## src/rtl/startup_regs.vh

```
// register offsets, field codes, reset values and timing figures for the start-up sequencer
`ifndef STARTUP_REGS_VH
`define STARTUP_REGS_VH
// register byte offsets
`define REG_CTRL        12'h000
`define REG_STATUS      12'h004
`define REG_VOUT_CMD    12'h008
`define REG_SS_DELAY    12'h00C
`define REG_SS_RAMP     12'h010
`define REG_CEIL_MV     12'h014
`define REG_PINS        12'h018
// control fields
`define CTRL_RESTORE_BIT 0
// pin state codes from the detection front end
`define PIN_LOW         2'h0
`define PIN_OPEN        2'h1
`define PIN_HIGH        2'h2
`define PIN_RES         2'h3
// setpoints in millivolts
`define MV_W            13
`define MV_MIN          13'h0258
`define MV_MAX          13'h1388
`define MV_STRAP_LOW    13'h04B0
`define MV_STRAP_OPEN   13'h05DC
`define MV_STRAP_HIGH   13'h0CE4
// soft-start times in milliseconds
`define MS_W            8
`define SS_STRAP_LOW    8'h02
`define SS_STRAP_OPEN   8'h05
`define SS_STRAP_HIGH   8'h0A
`define PRE_RAMP_MIN_MS 8'h02
// timing
`define CLK_HZ          10000000
`define NVM_TIME_MS     5
`define CYC_PER_MS      ((`CLK_HZ + 999) / 1000)
`endif

```

## src/rtl/setpoint_decode.v

```verilog
// decodes a latched voltage-select pin state into a setpoint and ceiling in millivolts
`timescale 1ns/1ns
`include "startup_regs.vh"
module setpoint_decode (
	input wire [1:0] state_i,
	input wire [4:0] res_idx_i,
	output reg [12:0] mv_o,
	output wire [12:0] ceil_o
);
	reg [12:0] res_mv;
	wire [16:0] prod;
	wire [16:0] quot;

	always @* begin
		case (res_idx_i)
			5'h00: res_mv = 13'h0258;
			5'h01: res_mv = 13'h02BC;
			5'h02: res_mv = 13'h02EE;
			5'h03: res_mv = 13'h0320;
			5'h04: res_mv = 13'h0384;
			5'h05: res_mv = 13'h03E8;
			5'h06: res_mv = 13'h044C;
			5'h07: res_mv = 13'h04B0;
			5'h08: res_mv = 13'h04E2;
			5'h09: res_mv = 13'h0514;
			5'h0A: res_mv = 13'h0578;
			5'h0B: res_mv = 13'h05DC;
			5'h0C: res_mv = 13'h0640;
			5'h0D: res_mv = 13'h06A4;
			5'h0E: res_mv = 13'h0708;
			5'h0F: res_mv = 13'h076C;
			5'h10: res_mv = 13'h07D0;
			5'h11: res_mv = 13'h0834;
			5'h12: res_mv = 13'h0898;
			5'h13: res_mv = 13'h08FC;
			5'h14: res_mv = 13'h0960;
			5'h15: res_mv = 13'h09C4;
			5'h16: res_mv = 13'h0A28;
			5'h17: res_mv = 13'h0A8C;
			5'h18: res_mv = 13'h0AF0;
			5'h19: res_mv = 13'h0B54;
			5'h1A: res_mv = 13'h0BB8;
			5'h1B: res_mv = 13'h0C1C;
			5'h1C: res_mv = 13'h0C80;
			5'h1D: res_mv = 13'h0CE4;
			5'h1E: res_mv = 13'h1388;
			// index 31 is not a recognised resistor; fall back to the lowest setpoint
			default: res_mv = `MV_MIN;
		endcase
	end

	always @* begin
		case (state_i)
			`PIN_LOW: mv_o = `MV_STRAP_LOW;
			`PIN_OPEN: mv_o = `MV_STRAP_OPEN;
			`PIN_HIGH: mv_o = `MV_STRAP_HIGH;
			default: mv_o = res_mv;
		endcase
	end

	// ceiling is setpoint plus ten percent, truncated to whole millivolts
	assign prod = {4'h0, mv_o} * 17'h0000B;
	assign quot = prod / 17'h0000A;
	// at most 5500 mV, so the upper quotient bits are always zero
	assign ceil_o = quot[12:0];
endmodule

```

## src/rtl/startup_sequencer.v

```verilog
// start-up sequencer with setpoint selection, soft-start delay timing and APB registers
// Contract
// - strap low/open/high gives 1.2/1.5/3.3 V
// - resistor index maps to listed setpoint
// - host may write setpoint 0.6 to 5.0 V
// - power-up runs memory check and load
// - restore command repeats memory check
// - ignore enable and bus while loading
// - sample all configuration pins after load
// - ready only after load and sampling
// - pre-ramp delay is at least 2 ms
// - longer configured delay is honoured fully
// - soft-start pin can extend the delay
// - ramp starts after delay, configured ramp time
// - tied-high enable still waits for initialisation
// - pins sampled only at power-up or restore
// - ceiling is setpoint plus ten percent; code uses the pin-decoded setpoint, not a stored or host-written one
// - soft-start strap gives 2, 5, 10 ms
//
// The address map and register access over APB were left to the implementer.
`timescale 1ns/1ns
`include "startup_regs.vh"
module startup_sequencer #(
	parameter CYC_PER_MS = `CYC_PER_MS,
	parameter NVM_MS = `NVM_TIME_MS
) (
	input wire CLK_I,
	input wire RST_B_I,
	input wire PSEL_I,
	input wire PENABLE_I,
	input wire PWRITE_I,
	input wire [11:0] PADDR_I,
	input wire [31:0] PWDATA_I,
	output reg [31:0] PRDATA_O,
	output reg PREADY_O,
	output reg PSLVERR_O,
	input wire ENABLE_I,
	input wire NVM_VALID_I,
	input wire [12:0] NVM_VOUT_MV_I,
	input wire [1:0] VSEL_STATE_I,
	input wire [4:0] VSEL_RES_I,
	input wire [1:0] SS_STATE_I,
	input wire [4:0] SS_RES_I,
	output reg READY_O,
	output reg RAMP_START_O,
	output reg [7:0] RAMP_MS_O,
	output reg [12:0] VOUT_MV_O,
	output reg [12:0] VOUT_CEIL_MV_O
);
	localparam S_NVM = 5'b00001;
	localparam S_PINS = 5'b00010;
	localparam S_READY = 5'b00100;
	localparam S_DELAY = 5'b01000;
	localparam S_RAMP = 5'b10000;

	reg [4:0] state_r;
	reg [4:0] state_nxt;
	reg [23:0] tick_r;
	reg [7:0] ms_r;
	reg ms_pulse;
	reg [7:0] wait_ms_r;
	reg [1:0] vsel_st_r;
	reg [4:0] vsel_ix_r;
	reg [12:0] vout_r;
	reg [7:0] ss_delay_r;
	reg [7:0] ss_ramp_r;
	reg restore_r;
	reg [7:0] ss_res_ms;
	reg [7:0] ss_res_ramp;
	reg [7:0] eff_delay;
	wire [12:0] dec_mv;
	wire [12:0] dec_ceil;
	wire busy;
	wire acc;
	wire wr_ok;
	wire wr_ctrl;
	wire wr_vout;
	wire wr_ss_delay;
	wire wr_ss_ramp;
	wire nvm_ok;

	setpoint_decode u_dec (
		.state_i(vsel_st_r),
		.res_idx_i(vsel_ix_r),
		.mv_o(dec_mv),
		.ceil_o(dec_ceil)
	);

	// while busy the access phase stalls and nothing is lost; the host only waits
	assign busy = state_r == S_NVM || state_r == S_PINS;
	assign acc = PSEL_I && PENABLE_I && !busy;
	// a write lands on the completing edge, where the master sees PREADY_O high
	assign wr_ok = acc && PWRITE_I && PREADY_O;
	assign wr_ctrl = wr_ok && PADDR_I == `REG_CTRL;
	assign wr_vout = wr_ok && PADDR_I == `REG_VOUT_CMD;
	assign wr_ss_delay = wr_ok && PADDR_I == `REG_SS_DELAY;
	assign wr_ss_ramp = wr_ok && PADDR_I == `REG_SS_RAMP;

	// stored setpoint counts only when flagged and inside the programmable range
	assign nvm_ok = NVM_VALID_I && NVM_VOUT_MV_I >= `MV_MIN && NVM_VOUT_MV_I <= `MV_MAX;

	// millisecond divider; restarted on every state change so every wait is whole ticks
	always @* begin
		ms_pulse = tick_r == CYC_PER_MS - 1;
	end
	always @(posedge CLK_I) begin
		if (!RST_B_I || state_nxt != state_r) begin
			tick_r <= 24'h000000;
			ms_r <= 8'h00;
		end else if (ms_pulse) begin
			tick_r <= 24'h000000;
			ms_r <= ms_r + 8'h01;
		end else begin
			tick_r <= tick_r + 24'h000001;
		end
	end

	// soft-start resistor table, one entry per recognised resistor, times in ms
	always @* begin
		case (SS_RES_I)
			5'h00: ss_res_ms = 8'h05;
			5'h01: ss_res_ms = 8'h0A;
			5'h02: ss_res_ms = 8'h14;
			5'h03: ss_res_ms = 8'h05;
			5'h04: ss_res_ms = 8'h0A;
			5'h05: ss_res_ms = 8'h14;
			5'h06: ss_res_ms = 8'h05;
			5'h07: ss_res_ms = 8'h0A;
			5'h08: ss_res_ms = 8'h14;
			5'h09: ss_res_ms = 8'h05;
			5'h0A: ss_res_ms = 8'h0A;
			5'h0B: ss_res_ms = 8'h14;
			5'h0C: ss_res_ms = 8'h05;
			5'h0D: ss_res_ms = 8'h0A;
			5'h0E: ss_res_ms = 8'h14;
			5'h0F: ss_res_ms = 8'h05;
			5'h10: ss_res_ms = 8'h0A;
			5'h11: ss_res_ms = 8'h14;
			5'h12: ss_res_ms = 8'h05;
			5'h13: ss_res_ms = 8'h0A;
			5'h14: ss_res_ms = 8'h14;
			5'h15: ss_res_ms = 8'h05;
			5'h16: ss_res_ms = 8'h0A;
			5'h17: ss_res_ms = 8'h14;
			5'h18: ss_res_ms = 8'h05;
			5'h19: ss_res_ms = 8'h0A;
			5'h1A: ss_res_ms = 8'h14;
			5'h1B: ss_res_ms = 8'h05;
			5'h1C: ss_res_ms = 8'h0A;
			5'h1D: ss_res_ms = 8'h14;
			default: ss_res_ms = 8'h05;
		endcase
		// ramp time changes every third resistor
		case (SS_RES_I)
			5'h00: ss_res_ramp = 8'h05;
			5'h01: ss_res_ramp = 8'h05;
			5'h02: ss_res_ramp = 8'h05;
			5'h03: ss_res_ramp = 8'h0A;
			5'h04: ss_res_ramp = 8'h0A;
			5'h05: ss_res_ramp = 8'h0A;
			5'h06: ss_res_ramp = 8'h02;
			5'h07: ss_res_ramp = 8'h02;
			5'h08: ss_res_ramp = 8'h02;
			5'h09: ss_res_ramp = 8'h05;
			5'h0A: ss_res_ramp = 8'h05;
			5'h0B: ss_res_ramp = 8'h05;
			5'h0C: ss_res_ramp = 8'h0A;
			5'h0D: ss_res_ramp = 8'h0A;
			5'h0E: ss_res_ramp = 8'h0A;
			5'h0F: ss_res_ramp = 8'h14;
			5'h10: ss_res_ramp = 8'h14;
			5'h11: ss_res_ramp = 8'h14;
			5'h12: ss_res_ramp = 8'h02;
			5'h13: ss_res_ramp = 8'h02;
			5'h14: ss_res_ramp = 8'h02;
			5'h15: ss_res_ramp = 8'h05;
			5'h16: ss_res_ramp = 8'h05;
			5'h17: ss_res_ramp = 8'h05;
			5'h18: ss_res_ramp = 8'h0A;
			5'h19: ss_res_ramp = 8'h0A;
			5'h1A: ss_res_ramp = 8'h0A;
			5'h1B: ss_res_ramp = 8'h14;
			5'h1C: ss_res_ramp = 8'h14;
			5'h1D: ss_res_ramp = 8'h14;
			default: ss_res_ramp = 8'h14;
		endcase
	end

	always @* begin
		if (ss_delay_r < `PRE_RAMP_MIN_MS)
			eff_delay = `PRE_RAMP_MIN_MS;
		else
			eff_delay = ss_delay_r;
	end

	// a restore outranks every state, so a pending enable cannot ramp on stale settings
	always @* begin
		case (state_r)
			S_NVM: state_nxt = (ms_pulse && ms_r == NVM_MS - 1) ? S_PINS : S_NVM;
			S_PINS: state_nxt = S_READY;
			S_READY: state_nxt = ENABLE_I ? S_DELAY : S_READY;
			S_DELAY: state_nxt = !ENABLE_I ? S_READY :
				((ms_pulse && ms_r == wait_ms_r - 8'h01) ? S_RAMP : S_DELAY);
			S_RAMP: state_nxt = ENABLE_I ? S_RAMP : S_READY;
			default: state_nxt = S_NVM;
		endcase
		if (restore_r)
			state_nxt = S_NVM;
	end

	always @(posedge CLK_I) begin
		if (!RST_B_I) begin
			state_r <= S_NVM;
			wait_ms_r <= `PRE_RAMP_MIN_MS;
			vsel_st_r <= `PIN_OPEN;
			vsel_ix_r <= 5'h00;
			vout_r <= `MV_STRAP_OPEN;
			ss_delay_r <= `SS_STRAP_OPEN;
			ss_ramp_r <= `SS_STRAP_OPEN;
			restore_r <= 1'b0;
		end else begin
			state_r <= state_nxt;
			restore_r <= wr_ctrl && PWDATA_I[`CTRL_RESTORE_BIT];
			if (state_r == S_NVM && state_nxt == S_PINS && nvm_ok)
				vout_r <= NVM_VOUT_MV_I;
			if (state_r == S_PINS) begin
				vsel_st_r <= VSEL_STATE_I;
				vsel_ix_r <= VSEL_RES_I;
				case (SS_STATE_I)
					`PIN_LOW: begin
						ss_delay_r <= `SS_STRAP_LOW;
						ss_ramp_r <= `SS_STRAP_LOW;
					end
					`PIN_OPEN: begin
						ss_delay_r <= `SS_STRAP_OPEN;
						ss_ramp_r <= `SS_STRAP_OPEN;
					end
					`PIN_HIGH: begin
						ss_delay_r <= `SS_STRAP_HIGH;
						ss_ramp_r <= `SS_STRAP_HIGH;
					end
					default: begin
						ss_delay_r <= ss_res_ms;
						ss_ramp_r <= ss_res_ramp;
					end
				endcase
			end
			// the pin-sampled setpoint overrides memory only when memory held no usable one (nvm_ok low)
			if (state_r == S_PINS && !nvm_ok)
				vout_r <= 13'h0000;
			if (state_r == S_READY && state_nxt == S_DELAY)
				wait_ms_r <= eff_delay;
			if (wr_vout && PWDATA_I[31:13] == 19'h00000 && PWDATA_I[12:0] >= `MV_MIN && PWDATA_I[12:0] <= `MV_MAX)
				vout_r <= PWDATA_I[12:0];
			if (wr_ss_delay)
				ss_delay_r <= PWDATA_I[7:0];
			if (wr_ss_ramp)
				ss_ramp_r <= PWDATA_I[7:0];
		end
	end

	// outputs; a zero vout_r means use the pin decode
	always @(posedge CLK_I) begin
		if (!RST_B_I) begin
			READY_O <= 1'b0;
			RAMP_START_O <= 1'b0;
			RAMP_MS_O <= 8'h00;
			VOUT_MV_O <= 13'h0000;
			VOUT_CEIL_MV_O <= 13'h0000;
			PRDATA_O <= 32'h00000000;
			PREADY_O <= 1'b0;
			PSLVERR_O <= 1'b0;
		end else begin
			READY_O <= state_r == S_READY || state_r == S_DELAY || state_r == S_RAMP;
			RAMP_START_O <= state_r == S_DELAY && state_nxt == S_RAMP;
			RAMP_MS_O <= ss_ramp_r;
			VOUT_MV_O <= (vout_r == 13'h0000) ? dec_mv : vout_r;
			VOUT_CEIL_MV_O <= dec_ceil;
			PREADY_O <= acc && !PREADY_O;
			PSLVERR_O <= 1'b0;
			PRDATA_O <= 32'h00000000;
			if (acc && !PREADY_O && !PWRITE_I) begin
				case (PADDR_I)
					`REG_STATUS: PRDATA_O <= {27'h0000000, state_r};
					`REG_VOUT_CMD: PRDATA_O <= {19'h00000, (vout_r == 13'h0000) ? dec_mv : vout_r};
					`REG_SS_DELAY: PRDATA_O <= {24'h000000, ss_delay_r};
					`REG_SS_RAMP: PRDATA_O <= {24'h000000, ss_ramp_r};
					`REG_CEIL_MV: PRDATA_O <= {19'h00000, dec_ceil};
					`REG_PINS: PRDATA_O <= {18'h00000, SS_RES_I, SS_STATE_I, vsel_ix_r, vsel_st_r};
					`REG_CTRL: PRDATA_O <= 32'h00000000;
					default: PSLVERR_O <= 1'b1;
				endcase
			end else if (acc && !PREADY_O) begin
				case (PADDR_I)
					`REG_CTRL, `REG_VOUT_CMD, `REG_SS_DELAY, `REG_SS_RAMP: PSLVERR_O <= 1'b0;
					default: PSLVERR_O <= 1'b1;
				endcase
			end
		end
	end
endmodule

```

## config.mk

```make
export PLATFORM = sky130hd
export DESIGN_NAME = startup_sequencer
export DESIGN_NICKNAME = d
export VERILOG_FILES = /design/src/rtl/setpoint_decode.v /design/src/rtl/startup_sequencer.v
export VERILOG_INCLUDE_DIRS = /design/src /design/src/rtl
export SDC_FILE = /design/constraint.sdc
export NUM_CORES = 1
export LEC_CHECK = 0
export BUFFER_PORTS_ARGS = -buffer_cell sky130_fd_sc_hd__buf_2
export CELL_PAD_IN_SITES_DETAIL_PLACEMENT = 0
export CELL_PAD_IN_SITES_GLOBAL_PLACEMENT = 1
export CORE_ASPECT_RATIO = 0.7
export CORE_MARGIN = 5
export CORE_UTILIZATION = 44
export CTS_CLUSTER_SIZE = 30
export DETAILED_ROUTE_END_ITERATION = 6
export PLACE_DENSITY_LB_ADDON = 0.1
export REMOVE_ABC_BUFFERS = 1
export SYNTH_ARGS = -nofsm -noshare
export SYNTH_HDL_FRONTEND = slang
export SYNTH_SLANG_ARGS = --single-unit
```

## constraint.sdc

```tcl
create_clock -name CLK_I -period 38.5 [get_ports CLK_I]
set_clock_uncertainty 0.2 [all_clocks]
set_input_delay 7.7 -clock CLK_I [delete_from_list [all_inputs] [get_ports CLK_I]]
set_output_delay 7.7 -clock CLK_I [all_outputs]
set_load 0.01 [all_outputs]
```

# After elaboration in Yosys (flattened, before gate mapping)
# Memory sizes are Yosys's and may differ from the RTL's. A register that Yosys moved wholly into a read port is not among the register bits.
# Cells that the tools add are included.
# word_totals
mem_count,3
romBits,704
reg_bits,152
in_bits,78
# classes
n_eq_ne,22
mul,1
reduce_logical,44
order_cmp,5
mux,26
div,1
addsub,3
# memory_table
name,depth,width,read_ports,rd_ports_with_merged_regs,write_ports,line,rtl
(no name shown),32,12,1,1,0,setpoint_decode.v:15,case (res_idx_i)
(no name shown),32,5,1,0,0,startup_sequencer.v:120,case (SS_RES_I)
(no name shown),32,5,1,0,0,startup_sequencer.v:154,case (SS_RES_I)
# ops
operator,n
one-hot mux 14 bit (6 select lines),1
two-way mux 13 bit,4
one-hot mux 8 bit (3 select lines),2
two-way mux 8 bit,5
one-hot mux 13 bit (3 select lines),1
"equality test 12 x 5 -> 1 bit, second input constant",3
two-way mux 5 bit,6
">= comparator 13 x 10 -> 1 bit, second input constant",2
"<= comparator 13 bit, second input constant",2
one-hot mux 5 bit (5 select lines),1
"adder 24 x 1 -> 24 bit, second input constant",1
"equality test 12 x 4 -> 1 bit, second input constant",2
"equality test 24 x 14 -> 1 bit, second input constant",1
logical AND 1 bit,23
logical NOT 19 bit,1
"divider 17 x 4 -> 17 bit, second input constant",1
"multiplier 13 x 4 -> 17 bit, second input constant",1
logical NOT 13 bit,1
"equality test 12 x 3 -> 1 bit, second input constant",1
logical NOT 12 bit,1
"equality test 5 x 2 -> 1 bit, second input constant",2
"equality test 5 x 4 -> 1 bit, second input constant",2
"equality test 5 bit, second input constant",2
"adder 8 x 1 -> 8 bit, second input constant",1
other kinds (21),35

# Longest topological paths before layout
# depth
depth_word,13
mapped_depth,59
mapped_depth_nobuf,47

# Cells and area by module
# A second synthesis with hierarchy kept.
# hier_totals
cells_unflattened,1758
area_unflattened_um2,13346.6
# by_module_without_submodules
module,n_inst,seq_area_each_um2,cells_per_inst,area_each_um2
startup_sequencer,1,2682.6,821,6872.8
setpoint_decode,1,0.0,937,6473.7

# Worst setup path before layout
# OpenSTA, ideal clock, no wires.
# synth_path
kind,reg-to-reg
startpoint,register vsel_st_r[1]
endpoint,register PRDATA_O[0]
slack_ns,25.558
setup_ns,0.128
t_arrival_ns,12.614
path_stages_with_launch,54
period_less_slack_ns,12.942
cell_sequence,dfxtp_1 ha_1 clkbuf_1 clkbuf_1 nand2_1 nand2_1 ha_1 ha_1 a21o_1 ha_1 buf_4 nand3_1 and2_1 a2111o_1 and4_4 or2_1 clkbuf_2 o41a_1 [... 18 more ...] o41a_1 buf_2 or3_1 a31oi_1 o21ba_2 xnor2_2 or2_2 o32ai_1 o21a_2 buf_6 mux2i_1 nand2_1 a311o_1 or3_1 a31oi_1 o21ba_1 o41ai_1 a21oi_1
# synth_between
elab_chain_len,5
# synth_rtl
element,line,rtl
"start, declared",startup_sequencer.v:62,reg [1:0] vsel_st_r;
"start signal, assigned",startup_sequencer.v:215,vsel_st_r <= `PIN_OPEN;
"equality test 2 bit, or another cell as far along",setpoint_decode.v:53,case (state_i)
one-hot mux 13 bit (3 select lines) *,setpoint_decode.v:53,
multiplier 13 x 4 -> 17 bit *,setpoint_decode.v:62,"assign prod = {4'h0, mv_o} * 17'h0000B;"
divider 17 x 4 -> 17 bit *,setpoint_decode.v:63,assign quot = prod / 17'h0000A;
one-hot mux 14 bit (6 select lines) *,startup_sequencer.v:283,case (PADDR_I)
"end signal, assigned",startup_sequencer.v:284,"`REG_STATUS: PRDATA_O <= {27'h0000000, state_r};"
"end signal, assigned",startup_sequencer.v:285,"`REG_VOUT_CMD: PRDATA_O <= {19'h00000, (vout_r == 13'h0000) ? dec_mv : vout_r};"
"end signal, assigned",startup_sequencer.v:286,"`REG_SS_DELAY: PRDATA_O <= {24'h000000, ss_delay_r};"
"end, declared",startup_sequencer.v:34,"output reg [31:0] PRDATA_O,"
# Mark *: on every way between the ends. The rest lies on a longest branch, timed or not.
# A chain may end at the register's enable or synchronous reset.

# Worst setup path in the final report
# Same ends and word-level chain as after synthesis.

==> reports/metrics.yaml <==
outcome: "finished, violations left"
violations: "DRC"
ys_seq_area_share_pct: 22.41
worstSetupEndpointType: "register"
antenna_cells: 0
setup_viol: 0
synthTopCellsByArea: "dfxtp_1, nor2_1, ha_1"
async_reset_ff_share_pct: 0
instances_no_fill: 2207
p_sw_share_pct: 23.67
grt_max_degree: 49
initial_core_util_pct: 44.84
place_inst: 2176
antenna_found_initial: 0
synth_largest_area_cell: "dfxtp_1"
seq_power_share_pct: 43.2
p_per_area_nw_per_um2: 24.55
cts-buffers-inserted: 17
cts_resized: 0
synth_cells: 1742
drive_above_1_share_pct: 13.72
crit_path_start_kind: "register"
h-tree-depth: 4
nNetsFinal: 1962
path_class: "reg -> reg"
grt_pass1_vias: 11751
min_period_over_period_pct: 42.98
holdBufCountCts: 0
routed_via_density: 6.135
grt_pass1_wl_microns: 67920
ys_warn_count: 0
gp_congestion: 0.9279
dpl.hpwl_microns: 34900
combPwrFrac_pct: 5.8
drtIter0Drc: 1668
clock_power_share_pct: 50.9
clockRootBuffer: "clkbuf_16"
syn2layout_area_growth_pct: 10.29
rows: 52
switching_power_uw: 83.56
fin_crit_ns: 16.55
cp_max_fo: 20
tightestPinTransition_ns: 1.200
cp_slowest_cell: "nor2_1"
cts_setup_buffers: 0
max_stage_delay_ns: 0.76
drv_cap: 0
worstHoldPathType: "reg -> reg"
cts_tree: "done"
vias: 13541
slew_viol_final: 0
io_buffers: 129
io-pin-count: 148
hold_viol: 0
chipHeight_microns: 154.0
ir_worst_vdd_v: 0.00003094
cts_sinks: 146
fmax_mhz: 60.43
ys_types: 127
clk_pin_slew_ns: 0.07
synth-edff-count: 0
syn_avg_cell_area_sq_um: 7.486
clk_latency_ns: 0.43
maxSlewHeadroom_pct: 19.72
drc_errors: 1
gr-total-overflow: 0
wirelength_microns: 44510
fin_setup_tns_ns: 0
rsz0062_at_grt: "false"
synth_top_area_share_pct: 22.41
synth-seq-cells: 146
firstDrtPassIters: 7
final_util_pct: 49.45
p_int_uw: 269.5
detail-route-antenna-nets: 0
gr-usage-all-layers_pct: 25.17
die_w_microns: 215.8
p_leak_nw: 5.934
crit_required_ns: 38.58
synth_commonest_cells: "nor2_1, nand2_1, dfxtp_1"
post_drt_wl_per_cell_microns: 20.17
core_sq_um: 29080
yosysMostFrequentCell: "nor2_1"
dieArea_sq_um: 33230
crit_arrival_ns: 16.63
netlist_area_sq_um: 13040
synth-main-ff-cell: "dfxtp_1"
clock_path_buffers: 2
-- power groups by stage --
stage	sequential [mW]	combinational (mW)	clock [mW]
3_3_place_gp	0.156	0.0201	0
2_1_floorplan	0.156	0.00783	0
6_report	0.153	0.0206	0.180
5_1_grt	0.153	0.0223	0.189
3_5_place_dp	0.156	0.0201	0
4_1_cts	0.153	0.0202	0.184
-- stage by stage --
step	worst slack, ns	cell area (sq um)	power (mW)	hold WS, ns
3_3_place_gp	23.06	13760	0.1761	0.2444
4_1_cts	22.33	14380	0.3564	0.2726
2_1_floorplan	24.79	12530	0.1642	0.2258
5_1_grt	20.89	14380	0.3639	0.3024
3_5_place_dp	22.41	13760	0.1761	0.2565
6_report	21.95	14380	0.3531	0.2694
-- area by class of cell --
class,count,area (sq um)
Clock buffer,19,442.9
Inverter,80,300.3
Timing Repair Buffer,141,735.7
Fill cell,2903,14700
Sequential cell,146,2923
Clock inverter,12,182.7
Multi-Input combinational cell,1431,9324
Tap cell,378,473.0
-- flip-flops by register name, indices dropped and copies added, names as in the netlist, 2 cells and up --
name and flops:
PRDATA_O 14, RAMP_MS_O 8, VOUT_CEIL_MV_O 13, VOUT_MV_O 13, ms_r 8, ss_delay_r 8, ss_ramp_r 8, state_r 5
tick_r 24, u_dec.res_mv 12, vout_r 13, vsel_ix_r 5, vsel_st_r 2, wait_ms_r 8
-- cells in the final DEF, fill, tap and decap left out, types with 20 or more instances in the layout --
master	n
nand3_1	71
xor2_1	34
nand2_1	155
xnor2_1	55
a21oi_1	119
a31oi_1	25
nand4_1	21
and2_1	32
inv_1	74
nand2b_1	25
nor2_1	220
a211oi_1	20
o21ai_0	68
buf_2	129
ha_1	59
dfxtp_1	146
nor3_1	65
mux2i_1	24
o211ai_1	33
nor4_1	25
-- worst paths after layout --
kind	startpoint	to	slack (ns)	cells past startpoint
hold reg to reg	tick_r[0]$_SDFF_PP0_	tick_r[0]$_SDFF_PP0_	0.27	1
setup / recovery	vsel_st_r[1]$_SDFFE_PN0P_	PRDATA_O[0]$_SDFF_PN0_	21.95	44
setup reg to reg	vsel_st_r[1]$_SDFFE_PN0P_	PRDATA_O[0]$_SDFF_PN0_	21.95	44
hold / removal	tick_r[0]$_SDFF_PP0_	tick_r[0]$_SDFF_PP0_	0.27	1
-- kinds of logic (layout without fill, tap and decap cells) --
logic type                 Yosys count  count (layout)  synth area share (%)
xor gates and xnor gates            94              94                 6.649
buffers and inverters              182             252                 6.668
muxes                               31              31                 2.504
AOI/OAI and AO/OA                  490             490                 27.12
and+or+nand+nor                    731             731                 27.73
adders and majority gates           67              67                 6.889
DFF                                146             146                 22.41
other                                1              18               0.02876
-- critical path, delay by kind of cell, from the launching register on --
family,cells,cell delay (ns)
muxes,1,0.36
and+or+nand+nor,14,5.15
AOI/OAI and AO/OA,20,7.06
buffers and inverters,3,0.48
adders and majority gates,4,1.88
DFF,1,0.45
xor gates and xnor gates,2,0.79
-- layer usage --
layer / track usage, % / up-vias / share of wire, %
met5: 0 / - / 0
met2: 34.83 / 635 / 40
met3: 5.031 / 34 / 9.4
li1: - / 6492 / -
met1: 39.93 / 6380 / 49
met4: 4.599 / 0 / 1.2
(Power assumes the default switching activity.)
